[src/design/otpc_defines.svh]
// timing and geometry constants for the one-time-programmable rom controller
// assumes a 250 MHz ref_clk; every cycle count is derived from a time in ns
`ifndef OTPC_DEFINES_SVH
`define OTPC_DEFINES_SVH
`define OTPC_CLK_PERIOD_NS 4
`define OTPC_ADDR_W 13
`define OTPC_DATA_W 8
`define OTPC_ACCESS_NS 200
`define OTPC_GATE_TO_OUT_NS 75
`define OTPC_FLOAT_NS 55
`define OTPC_PULSE_NS 1000000
`define OTPC_OVER_MULT 3
`define OTPC_MAX_PULSES 25
`define OTPC_SETUP_NS 2000
`define OTPC_CYC_UP(ns) (((ns) + `OTPC_CLK_PERIOD_NS - 1) / `OTPC_CLK_PERIOD_NS)
`define OTPC_SIG_ADDR_LINE 9
`define OTPC_SIG_MFR_ADDR 13'h0000
`define OTPC_SIG_DEV_ADDR 13'h0001
`define OTPC_ERASED_BYTE 8'hFF
`endif

[src/design/otpc_pkg.sv]
// types shared by the rom controller and its pin driver
// assumes otpc_defines.svh for widths
package otpc_pkg;
	typedef enum logic [2:0]
	{
		otpc_op_read,
		otpc_op_program,
		otpc_op_signature,
		otpc_op_verify_cold,
		otpc_op_standby
	} otpc_op_type;

	typedef enum logic [1:0]
	{
		otpc_res_ok,
		otpc_res_verify_fail,
		otpc_res_program_fail
	} otpc_res_type;
endpackage : otpc_pkg

[src/design/otpc_pins_if.sv]
// bundle of the rom pin-level signals between the sequencer and the pin stage
// assumes one ref_clk domain
`timescale 1ns/10ps
`include "otpc_defines.svh"
interface otpc_pins_if;
	logic select_n;
	logic gate_n;
	logic program_pulse_n;
	logic vpp_high;
	logic vcc_high;
	logic signature_high_voltage_line;
	logic [`OTPC_ADDR_W-1:0] addr;
	logic [`OTPC_DATA_W-1:0] wdata;
	logic drive;
	logic [`OTPC_DATA_W-1:0] rdata;
	modport seq
	(
		output select_n, gate_n, program_pulse_n, vpp_high, vcc_high,
		output signature_high_voltage_line, addr, wdata, drive,
		input rdata
	);
	modport pins
	(
		input select_n, gate_n, program_pulse_n, vpp_high, vcc_high,
		input signature_high_voltage_line, addr, wdata, drive,
		output rdata
	);
endinterface : otpc_pins_if

[src/design/otpc_ctrl.sv]
// host-side controller for an 8k x 8 one-time-programmable rom
// assumes one rom per select line; user issues one command at a time
`timescale 1ns/10ps
`include "otpc_defines.svh"
module otpc_ctrl
	import otpc_pkg::*;
#(
	parameter int ACCESS_NS = `OTPC_ACCESS_NS,
	parameter int GATE_NS = `OTPC_GATE_TO_OUT_NS,
	parameter int FLOAT_NS = `OTPC_FLOAT_NS,
	parameter int PULSE_CYC = `OTPC_CYC_UP(`OTPC_PULSE_NS),
	parameter int SETUP_CYC = `OTPC_CYC_UP(`OTPC_SETUP_NS),
	parameter int MAX_PULSES = `OTPC_MAX_PULSES
)
(
	input wire logic ref_clk,
	input wire logic rstn,
	input wire logic cmd_valid,
	output logic cmd_ready,
	input wire otpc_op_type cmd_op,
	input wire logic [`OTPC_ADDR_W-1:0] cmd_addr,
	input wire logic [`OTPC_DATA_W-1:0] cmd_wdata,
	output logic rsp_valid,
	output logic [`OTPC_DATA_W-1:0] rsp_rdata,
	output otpc_res_type rsp_result,
	output logic [4:0] rsp_pulses,
	output logic rom_select_n,
	output logic rom_gate_n,
	output logic rom_program_pulse_n,
	output logic rom_vpp_high,
	output logic rom_vcc_high,
	output logic rom_signature_high_voltage_line,
	output logic [`OTPC_ADDR_W-1:0] rom_addr,
	output logic [`OTPC_DATA_W-1:0] rom_data_out,
	output logic rom_data_oe,
	input wire logic [`OTPC_DATA_W-1:0] rom_data_in
);
	// gate lag after select, and wait from gate to sample (plus 2 sync + 1 pin flop)
	localparam int GATE_LAG = (ACCESS_NS - GATE_NS) / `OTPC_CLK_PERIOD_NS;
	localparam int GATE_WAIT = `OTPC_CYC_UP(GATE_NS) + 3;
	localparam int FLOAT_CYC = `OTPC_CYC_UP(FLOAT_NS) + 1;
	localparam int CW = 32;

	initial
	begin
		if (ACCESS_NS < GATE_NS || MAX_PULSES < 1 || MAX_PULSES > 31 || PULSE_CYC < 1)
			$error("otpc_ctrl: unsupported parameters");
		if (SETUP_CYC < 1 || FLOAT_NS < 0)
			$error("otpc_ctrl: unsupported timing parameters");
	end

	typedef enum logic [3:0]
	{
		st_idle, st_setup, st_select, st_gate, st_sample, st_float,
		st_pulse, st_vgate, st_vsample, st_over, st_done
	} otpc_state_type;

	otpc_pins_if pins_if();

	otpc_state_type state_q, state_d;
	otpc_op_type op_q, op_d;
	logic [`OTPC_ADDR_W-1:0] addr_q, addr_d;
	logic [`OTPC_DATA_W-1:0] wdata_q, wdata_d, rdata_q, rdata_d;
	logic [CW-1:0] cnt_q, cnt_d;
	logic [4:0] pulses_q, pulses_d;
	otpc_res_type res_q, res_d;
	logic ok_q, ok_d;

	// *************************************************************
	// helpers
	// *************************************************************
	function automatic logic [CW-1:0] cyc(input int n);
		cyc = (n < 1) ? CW'(1) : CW'(n);
	endfunction : cyc

	function automatic logic prog_mode(input otpc_op_type op);
		prog_mode = (op == otpc_op_program);
	endfunction : prog_mode

	function automatic logic [CW-1:0] over_len(input logic [4:0] x);
		over_len = CW'(`OTPC_OVER_MULT * PULSE_CYC) * CW'(x);
	endfunction : over_len

	// *************************************************************
	// sequencer
	// *************************************************************
	always_comb
	begin
		state_d = state_q;
		op_d = op_q;
		addr_d = addr_q;
		wdata_d = wdata_q;
		rdata_d = rdata_q;
		cnt_d = (cnt_q != '0) ? cnt_q - CW'(1) : cnt_q;
		pulses_d = pulses_q;
		res_d = res_q;
		ok_d = ok_q;
		case (state_q)
			st_idle:
			begin
				// standby is no command: select simply stays high
				if (cmd_valid && cmd_op != otpc_op_standby)
				begin
					op_d = cmd_op;
					addr_d = cmd_addr;
					if (cmd_op == otpc_op_signature)
						addr_d = cmd_addr[0] ? `OTPC_SIG_DEV_ADDR : `OTPC_SIG_MFR_ADDR;
					wdata_d = cmd_wdata;
					pulses_d = '0;
					res_d = otpc_res_ok;
					ok_d = 1'b0;
					cnt_d = cyc(SETUP_CYC);
					state_d = st_setup;
				end
			end
			st_setup:
				if (cnt_q == '0)
				begin
					cnt_d = prog_mode(op_q) ? cyc(PULSE_CYC) : cyc(GATE_LAG);
					state_d = prog_mode(op_q) ? st_pulse : st_select;
				end
			st_select:
				if (cnt_q == '0)
				begin
					cnt_d = cyc(GATE_WAIT);
					state_d = st_gate;
				end
			st_gate:
				if (cnt_q == '0)
					state_d = st_sample;
			st_sample:
			begin
				rdata_d = pins_if.rdata;
				if (op_q == otpc_op_verify_cold && pins_if.rdata != wdata_q)
					res_d = otpc_res_verify_fail;
				cnt_d = cyc(FLOAT_CYC);
				state_d = st_float;
			end
			st_pulse:
				if (cnt_q == '0)
				begin
					// every initial pulse is followed by a verify read
					pulses_d = pulses_q + 5'd1;
					cnt_d = cyc(GATE_WAIT + GATE_LAG);
					state_d = st_vgate;
				end
			st_vgate:
				if (cnt_q == '0)
					state_d = st_vsample;
			st_vsample:
			begin
				rdata_d = pins_if.rdata;
				if (ok_q)
				begin
					cnt_d = cyc(FLOAT_CYC);
					state_d = st_float;
				end
				else if (pins_if.rdata == wdata_q)
				begin
					ok_d = 1'b1;
					// float time first, then the 3X overprogram pulse
					cnt_d = cyc(FLOAT_CYC) + over_len(pulses_q);
					state_d = st_over;
				end
				else if (pulses_q >= 5'(MAX_PULSES))
				begin
					res_d = otpc_res_program_fail;
					cnt_d = cyc(FLOAT_CYC);
					state_d = st_float;
				end
				else
				begin
					// the leading float counts let the rom release the bus
					cnt_d = cyc(FLOAT_CYC + PULSE_CYC);
					state_d = st_pulse;
				end
			end
			st_over:
				if (cnt_q == '0)
				begin
					cnt_d = cyc(GATE_WAIT + GATE_LAG);
					state_d = st_vgate;
				end
			st_float:
				if (cnt_q == '0)
					state_d = st_done;
			st_done:
				state_d = st_idle;
			default:
				state_d = st_idle;
		endcase
	end

	always_ff @(posedge ref_clk or negedge rstn)
	begin
		if (!rstn)
		begin
			state_q <= st_idle;
			op_q <= otpc_op_read;
			addr_q <= '0;
			wdata_q <= '0;
			rdata_q <= '0;
			cnt_q <= '0;
			pulses_q <= '0;
			res_q <= otpc_res_ok;
			ok_q <= 1'b0;
		end
		else
		begin
			state_q <= state_d;
			op_q <= op_d;
			addr_q <= addr_d;
			wdata_q <= wdata_d;
			rdata_q <= rdata_d;
			cnt_q <= cnt_d;
			pulses_q <= pulses_d;
			res_q <= res_d;
			ok_q <= ok_d;
		end
	end

	// *************************************************************
	// pin levels per state
	// *************************************************************
	logic pulse_phase;
	logic busy;

	always_comb
	begin
		busy = (state_q != st_idle) && (state_q != st_done);
		// pulses start only after the leading float counts of their state
		pulse_phase = (state_q == st_pulse && cnt_q > cyc(1) && cnt_q <= cyc(PULSE_CYC))
			|| (state_q == st_over && cnt_q != '0 && cnt_q <= over_len(pulses_q));
		// select low only while busy; high otherwise keeps rom in standby/inhibit
		pins_if.select_n = !busy || (state_q == st_setup);
		if (state_q == st_pulse && !pulse_phase)
			pins_if.select_n = 1'b0;
		pins_if.gate_n = !(state_q == st_gate || state_q == st_sample
			|| state_q == st_vgate || state_q == st_vsample);
		pins_if.program_pulse_n = !pulse_phase;
		pins_if.vpp_high = busy && prog_mode(op_q);
		pins_if.vcc_high = busy && prog_mode(op_q);
		pins_if.signature_high_voltage_line = busy && (op_q == otpc_op_signature);
		pins_if.addr = addr_q;
		// host drives data only after gate has been high for the float time,
		// so the bus never fights the rom
		pins_if.drive = busy && prog_mode(op_q) && (state_q == st_setup
			|| (state_q == st_pulse && cnt_q <= cyc(PULSE_CYC))
			|| (state_q == st_over && cnt_q <= over_len(pulses_q)));
		pins_if.wdata = wdata_q;
	end

	// *************************************************************
	// registered pin stage
	// *************************************************************
	otpc_pin_stage u_pins
	(
		.ref_clk(ref_clk),
		.rstn(rstn),
		.p(pins_if.pins),
		.rom_select_n(rom_select_n),
		.rom_gate_n(rom_gate_n),
		.rom_program_pulse_n(rom_program_pulse_n),
		.rom_vpp_high(rom_vpp_high),
		.rom_vcc_high(rom_vcc_high),
		.rom_signature_high_voltage_line(rom_signature_high_voltage_line),
		.rom_addr(rom_addr),
		.rom_data_out(rom_data_out),
		.rom_data_oe(rom_data_oe),
		.rom_data_in(rom_data_in)
	);

	// *************************************************************
	// command and response
	// *************************************************************
	assign cmd_ready = (state_q == st_idle);
	assign rsp_valid = (state_q == st_done);
	assign rsp_rdata = rdata_q;
	assign rsp_result = res_q;
	assign rsp_pulses = pulses_q;
endmodule : otpc_ctrl

[src/design/otpc_pin_stage.sv]
// registered pin stage: drives rom pins from flops, syncs data inputs twice
// assumes the rom data bus is external and asynchronous to ref_clk
`timescale 1ns/10ps
`include "otpc_defines.svh"
module otpc_pin_stage
	import otpc_pkg::*;
(
	input wire logic ref_clk,
	input wire logic rstn,
	otpc_pins_if.pins p,
	output logic rom_select_n,
	output logic rom_gate_n,
	output logic rom_program_pulse_n,
	output logic rom_vpp_high,
	output logic rom_vcc_high,
	output logic rom_signature_high_voltage_line,
	output logic [`OTPC_ADDR_W-1:0] rom_addr,
	output logic [`OTPC_DATA_W-1:0] rom_data_out,
	output logic rom_data_oe,
	input wire logic [`OTPC_DATA_W-1:0] rom_data_in
);
	logic [`OTPC_DATA_W-1:0] sync1_q, sync1_d, sync2_q, sync2_d;

	always_comb
	begin
		sync1_d = rom_data_in;
		sync2_d = sync1_q;
	end

	always_ff @(posedge ref_clk or negedge rstn)
	begin
		if (!rstn)
		begin
			rom_select_n <= 1'b1;
			rom_gate_n <= 1'b1;
			rom_program_pulse_n <= 1'b1;
			rom_vpp_high <= 1'b0;
			rom_vcc_high <= 1'b0;
			rom_signature_high_voltage_line <= 1'b0;
			rom_addr <= '0;
			rom_data_out <= '0;
			rom_data_oe <= 1'b0;
			sync1_q <= '0;
			sync2_q <= '0;
		end
		else
		begin
			rom_select_n <= p.select_n;
			rom_gate_n <= p.gate_n;
			rom_program_pulse_n <= p.program_pulse_n;
			rom_vpp_high <= p.vpp_high;
			rom_vcc_high <= p.vcc_high;
			rom_signature_high_voltage_line <= p.signature_high_voltage_line;
			rom_addr <= p.addr;
			rom_data_out <= p.wdata;
			rom_data_oe <= p.drive;
			sync1_q <= sync1_d;
			sync2_q <= sync2_d;
		end
	end

	assign p.rdata = sync2_q;
endmodule : otpc_pin_stage

[config.mk]
export PLATFORM = sky130hd
export DESIGN_NAME = otpc_ctrl
export DESIGN_NICKNAME = d
export VERILOG_FILES = /design/src/design/otpc_pkg.sv /design/src/design/otpc_pins_if.sv /design/src/design/otpc_ctrl.sv /design/src/design/otpc_pin_stage.sv
export VERILOG_INCLUDE_DIRS = /design/src /design/src/design
export SDC_FILE = /design/constraint.sdc
export NUM_CORES = 1
export LEC_CHECK = 0
export ABC_AREA = 1
export ABC_CLOCK_PERIOD_IN_PS = 12020
export BUFFER_PORTS_ARGS = -buffer_cell sky130_fd_sc_hd__buf_4
export CORE_MARGIN = 2
export CORE_UTILIZATION = 60
export DETAILED_ROUTE_END_ITERATION = 12
export GPL_ROUTABILITY_DRIVEN = 0
export PLACE_DENSITY = 0.79
export RECOVER_POWER = 100
export SLEW_MARGIN = 20
export SYNTH_ARGS = -nofsm -noshare
export SYNTH_HDL_FRONTEND = slang
export SYNTH_SLANG_ARGS = --single-unit
[constraint.sdc]
create_clock -name ref_clk -period 12.02 [get_ports ref_clk]
set_input_delay 1.803 -clock ref_clk [delete_from_list [all_inputs] [get_ports ref_clk]]
set_output_delay 1.803 -clock ref_clk [all_outputs]
set_load 0.02 [all_outputs]
==> results of run 1 <==
cells by family (layout without fill, tap and decap cells):
kind of cell	after synthesis	in the layout	synth area share, %
and+or+nand+nor	580	580	31.71
buffers and inverters	145	245	7.126
DFF	119	119	37.24
AOI/OAI and AO/OA	101	101	7.032
adders and majority gates	79	79	13.28
xor gates and xnor gates	33	33	3.610
sequential cells by signal (all words and copies together), names as in the netlist, 2 cells and up:
name                 cells
rsp_pulses               5
rsp_rdata                8
rsp_result               2
u_pins.sync1_q           8
addr_q                  13
op_q                     3
u_pins.p.rdata           8
pins_if.wdata            8
cnt_q                   32
u_pins.rom_data_out      8
u_pins.rom_addr         13
state_q                  4
metal layers:
metal | up-vias | wire length, µm | global-route usage (%)
met5 | - | 0 | 0
met4 | 0 | 404 | 8.529
met3 | 41 | 1561 | 6.606
met2 | 323 | 9844 | 49.68
met1 | 3364 | 8702 | 40.56
li1 | 3603 | - | -
power breakdown:
part           total (mW)  leakage (nW)  internal (mW)  switching (mW)
clock               0.466         0.267          0.269           0.197
combinational       0.976          3.07          0.304           0.672
sequential          0.642          1.51          0.537           0.105
total                2.08          4.85           1.11           0.974
per-stage QoR:
| step | util, % | area (µm²) |
|---|---|---|
| 2_1_floorplan | - | 8006 |
| 3_3_place_gp | 66.65 | 8756 |
| 3_5_place_dp | 66.65 | 8756 |
| 4_1_cts | 70.83 | 9305 |
| 5_1_grt | 69.29 | 9102 |
| 6_report | 69.29 | 9102 |
worst max path at each step:
stage                               from                           end  slack, ps  cells after the start
4_1_cts        rsp_pulses[3]$_DFFE_PN0P_  u_pins.rom_data_oe$_DFF_PN0_       7440                     23
3_3_place_gp   rsp_pulses[3]$_DFFE_PN0P_  u_pins.rom_data_oe$_DFF_PN0_       7600                     24
6_report                            rstn     rsp_result[1]$_DFFE_PN0P_       5220                      2
3_5_place_dp   rsp_pulses[3]$_DFFE_PN0P_  u_pins.rom_data_oe$_DFF_PN0_       7540                     24
5_1_grt                             rstn            cnt_q[9]$_DFF_PN0_       3960                      2
2_1_floorplan  rsp_pulses[3]$_DFFE_PN0P_  u_pins.rom_data_oe$_DFF_PN0_       7820                     24
cell type report:
class | instances | area, µm² | share of cell area [%]
tap | 176 | 220.2 | 2.419
timing repair buffer | 80 | 427.9 | 4.701
clock inverter | 14 | 120.1 | 1.320
sequential | 119 | 2982 | 32.76
multi-input combinational | 793 | 4424 | 48.60
inverter | 133 | 499.2 | 5.485
clock buffer | 18 | 429.2 | 4.715
cells in the mapped netlist, types with 3 or more instances:
cell and instances:
o21a_1 3, nand4_1 22, dfrtp_1 116, nor2_1 125, dfstp_2 3, nand2_2 5
o211ai_1 4, nand2_4 3, o21ai_1 10, nor2_2 8, o31ai_1 3, fa_1 10
o21bai_1 4, xnor2_1 11, inv_2 10, inv_1 123, nor3_1 19, nand3b_1 5
ha_1 69, o22ai_1 4, nand2_1 286, nor2_4 7, xor2_1 22, a21oi_1 31
clkbuf_1 5, buf_2 3, nand3_1 89, o21ai_0 35, and2_1 5
==> results.py, run 1 <==
metrics = {
    "logic_synthesis": {
        "yosys.cell_types.count": 41,
        "synth.net_count": 1171,
        "ys.flop_type": "dfrtp_1",
        "synth.largest_area_cell": "dfrtp_1",
        "synth-edff-count": 0,
        "synth_area_mm2": 0.008006,
        "synth_top_cells_by_area": "dfrtp_1 36%, nand2_1 13%, ha_1 11%, nor2_1 5.9%, inv_1 5.8%",
        "synth_warnings": 0,
        "syn_inst": 1057,
        "syn_area_per_cell_um2": 7.575,
        "seq_area_frac_synth_pct": 37.24,
        "synth-seq-cells": 119,
        "synth_top_area_share_pct": 36.26,
        "synth-async-reset-ratio_pct": 100.0,
    },
    "sta": {
        "hold_viol_final": 0,
        "fin_ws_ps": 5221,
        "fin_skew_ps": 8.464,
        "worst_pin_slew_ps": 4167,
        "timing.hold.ws_ps": 345.9,
        "max-slew-margin-rel_pct": -177.8,
        "fin_crit_ps": 6799,
        "fmax_mhz": 147.1,
        "rsz0062_at_grt": "no",
        "setup_viol": 0,
        "period_share_pct": 56.57,
        "slew_viol_final": 159,
        "setup_tns_ps": 0,
    },
    "clock_network": {
        "cts_sinks": 119,
        "cts-root-buf": "clkbuf_16",
        "numCtsBuffers": 17,
        "hold_buffers": 0,
        "cts_tree": "done",
        "clock_path_buffers": 2,
        "clk_pin_slew_ps": 60,
        "cts_resized": 0,
        "post_cts.repair.setup_buffers": 0,
        "htree_levels": 4,
        "clock_latency_ps": 420,
    },
    "placed_design": {
        "dp_cells": 1301,
        "pre_cts_slack_ps": 7536,
        "hpwl_um": 15760,
        "io_buffers": 79,
    },
    "cells_and_area": {
        "syn_to_final_growth_pct": 13.69,
        "antenna_cells": 0,
        "mostFrequentLayoutCell": "nand2_1",
        "final_cell_mix": "288 x nand2_1, 129 x nor2_1, 125 x inv_1, 116 x dfrtp_1, 89 x nand3_1",
        "fillerInstances": 1128,
        "nets": 1258,
        "fin_cells": 1333,
        "drive_gt1_share_pct": 8.297,
    },
    "power": {
        "leakagePower_nw": 4.846,
        "power.ir.vdd_worst_v": 0.0001577,
        "powerDensity_mw_per_mm2": 228.9,
        "finalPower_mw": 2.084,
    },
    "die": {
        "die_y_um": 119.5,
        "die_w_um": 119.5,
        "start_util_pct": 60.94,
        "io_pins": 80,
        "core_area_mm2": 0.01314,
        "dieArea_mm2": 0.01428,
        "rows": 42,
    },
    "critical_path": {
        "cp.required_ps": 11570,
        "arrival_ps": 6350,
        "crit_top_cell": "clkbuf_1",
        "slowest_stage": "clkbuf_1",
        "crit_type": "input pin to asynchronous set/reset pin",
        "path_buf_inv": 2,
        "critPathTopFamily": "buffers and inverters",
        "end_kind": "asynchronous set/reset pin",
        "worstPathMaxFanout": 83,
        "cp_slowest_stage_delay_ps": 3010,
        "ff2ff_setup_slack_ps": 7260,
        "r2r_start": "state_q[0]$_DFFE_PN0P_",
        "path_cells": "clkbuf_1 > clkbuf_1",
        "r2r-end": "rsp_pulses[2]$_DFFE_PN0P_",
        "reg2reg_depth": 10,
        "cp-start-kind": "input pin",
    },
    "detailed_routing": {
        "post_drt_wl_per_cell_um": 15.39,
        "drc": 0,
        "vias": 7331,
        "routed_wl_um": 20510,
        "drtAntennaViolNets": 0,
        "drt_pass1_iterations": 6,
        "viasPerCell": 5.500,
        "drt_iter0_drc": 572,
    },
    "global_route": {
        "first_global_vias": 7019,
        "globalRouteTotalUtil_pct": 30.23,
        "grt_first_pass_wirelength_um": 34180,
        "antenna_found_initial": 0,
        "grt_max_degree": 84,
        "overflow": 0,
    },
    "hold_path": {
        "hold_class": "register to register",
        "hp-start": "u_pins.sync1_q[7]$_DFF_PN0_",
        "min_to": "u_pins.p.rdata[7]$_DFF_PN0_",
        "min_path_cells": 0,
    },
    "job": {
        "drv_cap": 3,
    },
    "run_status": {
        "status": "finished with violations",
        "violations": "max-capacitance violations, max-slew violations",
    },
}
(Power assumes the default switching activity.)
==> run 2: changes to the inputs <==
--- a/config.mk
+++ b/config.mk
@@ -7,7 +7,7 @@
 export NUM_CORES = 1
 export LEC_CHECK = 0
 export ABC_AREA = 1
-export ABC_CLOCK_PERIOD_IN_PS = 12020
+export ABC_CLOCK_PERIOD_IN_PS = 6400
 export BUFFER_PORTS_ARGS = -buffer_cell sky130_fd_sc_hd__buf_4
 export CORE_MARGIN = 2
 export CORE_UTILIZATION = 60
==> constraint.sdc (replaced) <==
create_clock -name ref_clk -period 6.4 [get_ports ref_clk]
set_input_delay 0.96 -clock ref_clk [delete_from_list [all_inputs] [get_ports ref_clk]]
set_output_delay 0.96 -clock ref_clk [all_outputs]
set_load 0.02 [all_outputs]
==> results.py, run 2 (same netlist as run 1, synthesis figures left out) <==
metrics = {
    "clock_network": {
        "clock_latency_ps": 430,
        "cts_resized": 0,
        "htree_levels": 4,
        "clock_path_buffers": 2,
        "post_cts.repair.setup_buffers": 0,
        "hold_buffers": 0,
        "cts_tree": "done",
        "cts_sinks": 119,
        "cts-root-buf": "clkbuf_16",
        "clk_pin_slew_ps": 60,
        "numCtsBuffers": 17,
    },
    "detailed_routing": {
        "post_drt_wl_per_cell_um": 15.25,
        "drt_iter0_drc": 613,
        "drc": 0,
        "drt_pass1_iterations": 6,
        "routed_wl_um": 20320,
        "vias": 7298,
        "viasPerCell": 5.475,
        "drtAntennaViolNets": 0,
    },
    "cells_and_area": {
        "mostFrequentLayoutCell": "nand2_1",
        "multi_input_area_mm2": 0.004383,
        "fillerInstances": 1152,
        "ff_latch_area_mm2": 0.002982,
        "largestRegisters": "cnt_q x32, addr_q x13, u_pins.rom_addr x13",
        "drive_gt1_share_pct": 7.692,
        "final_cell_mix": "290 x nand2_1, 132 x nor2_1, 125 x inv_1, 116 x dfrtp_1, 89 x nand3_1",
        "top_register": "cnt_q",
        "antenna_cells": 0,
        "nets": 1258,
        "syn_to_final_growth_pct": 13.11,
        "largest_reg_flops": 32,
    },
    "hold_path": {
        "min_path_cells": 0,
        "hold_class": "register to register",
    },
    "sta": {
        "setup_viol": 0,
        "hold_viol_final": 0,
        "max-slew-margin-rel_pct": -51.09,
        "worst_pin_slew_ps": 2258,
        "rsz0062_at_grt": "no",
        "setup_tns_ps": 0,
        "period_share_pct": 77.64,
        "fin_skew_ps": 8.354,
        "timing.hold.ws_ps": 347.0,
        "slew_viol_final": 159,
        "fin_crit_ps": 4969,
        "fmax_mhz": 201.2,
    },
    "global_route": {
        "grt_first_pass_wirelength_um": 33750,
        "antenna_found_initial": 0,
        "grt_max_degree": 84,
        "overflow": 0,
        "first_global_vias": 7076,
        "globalRouteTotalUtil_pct": 30.02,
    },
    "power": {
        "leakagePower_nw": 4.808,
        "finalPower_mw": 3.882,
        "powerDensity_mw_per_mm2": 428.7,
        "combPwrFrac_pct": 46.3,
        "switchingPower_mw": 1.809,
        "sw_frac_of_total_pct": 46.60,
        "power.ir.vdd_worst_v": 0.0003239,
        "power_frac_seq_pct": 31.0,
        "clkPwrFrac_pct": 22.6,
        "intPower_mw": 2.073,
    },
    "critical_path": {
        "arrival_ps": 5180,
        "cp.required_ps": 6610,
        "worstPathMaxFanout": 36,
        "end_kind": "register",
        "crit_type": "register to register",
        "cp-start-kind": "register",
        "reg2reg_depth": 10,
    },
    "die": {
        "start_util_pct": 60.94,
        "dieArea_mm2": 0.01428,
        "core_area_mm2": 0.01314,
        "die_w_um": 119.5,
        "rows": 42,
        "die_y_um": 119.5,
        "io_pins": 80,
    },
    "job": {
        "drv_cap": 3,
    },
    "run_status": {
        "violations": "max-capacitance violations, max-slew violations",
        "status": "finished with violations",
    },
    "placed_design": {
        "io_buffers": 79,
        "hpwl_um": 15650,
    },
}
==> run 2: cell types whose count changed in the layout (fill, tap and decap cells not counted), sizes merged <==
cell and delta:
clkinv +1, inv -1
==> run 2: path summary, 6_finish.rpt <==
check                                            start                     endpoint  slack, ps
max reg2reg                     state_q[0]$_DFFE_PN0P_    rsp_pulses[2]$_DFFE_PN0P_       1430
max in group asynchronous                         rstn     rsp_rdata[6]$_DFFE_PN0N_       2470
max                             state_q[0]$_DFFE_PN0P_    rsp_pulses[2]$_DFFE_PN0P_       1430
min in group asynchronous                         rstn          cnt_q[23]$_DFF_PN0_       1120
min reg2reg                u_pins.sync1_q[7]$_DFF_PN0_  u_pins.p.rdata[7]$_DFF_PN0_        350
min                        u_pins.sync1_q[7]$_DFF_PN0_  u_pins.p.rdata[7]$_DFF_PN0_        350
==> run 2: stage by stage <==
step                      cells  cell area, µm²  setup WS (ps)  utilization (%)
after detailed placement   1301            8756           1862            66.65
after global routing       1333            9056          863.1            68.93
final                      1333            9056           1431            68.93
after global placement     1301            8756           1977            66.65
after floorplan            1057            8006           2197                -
after CTS                  1333            9303           1776            70.81
==> run 2: cell type report <==
type,count,area share [%]
clock inverters,14,1.299
well taps,176,2.432
clock buffers,18,4.739
inverters,133,5.513
flip-flops and latches,119,32.92
multi-input cells,793,48.40
repair buffers,80,4.697
==> run 2: per-layer routing <==
layer | up-vias | routed length (µm) | track usage, %
li1 | 3598 | - | -
met1 | 3372 | 9037 | 39.71
met2 | 266 | 9533 | 49.04
met3 | 62 | 1127 | 5.798
met4 | 0 | 625 | 11.54
met5 | - | 0 | 0
==> run 2: power groups by stage <==
stage	clock network (mW)	logic [mW]	registers, mW
floorplan	0	1.26	1.30
global placement	0	1.88	1.20
detailed placement	0	1.91	1.21
CTS	0.885	1.93	1.20
global route	0.922	2.02	1.23
finish	0.879	1.80	1.21
==> run 2: worst max-delay path, cell delays in order (launching register included) <==
cell      delay [ps]
dfrtp_1          450
nor2_1           260
clkinv_1         110
nor2_1           190
inv_1            150
nor2_1          1700
inv_1           1050
nand2_1          530
nand2_1          110
xor2_1           150
nor2_1            50
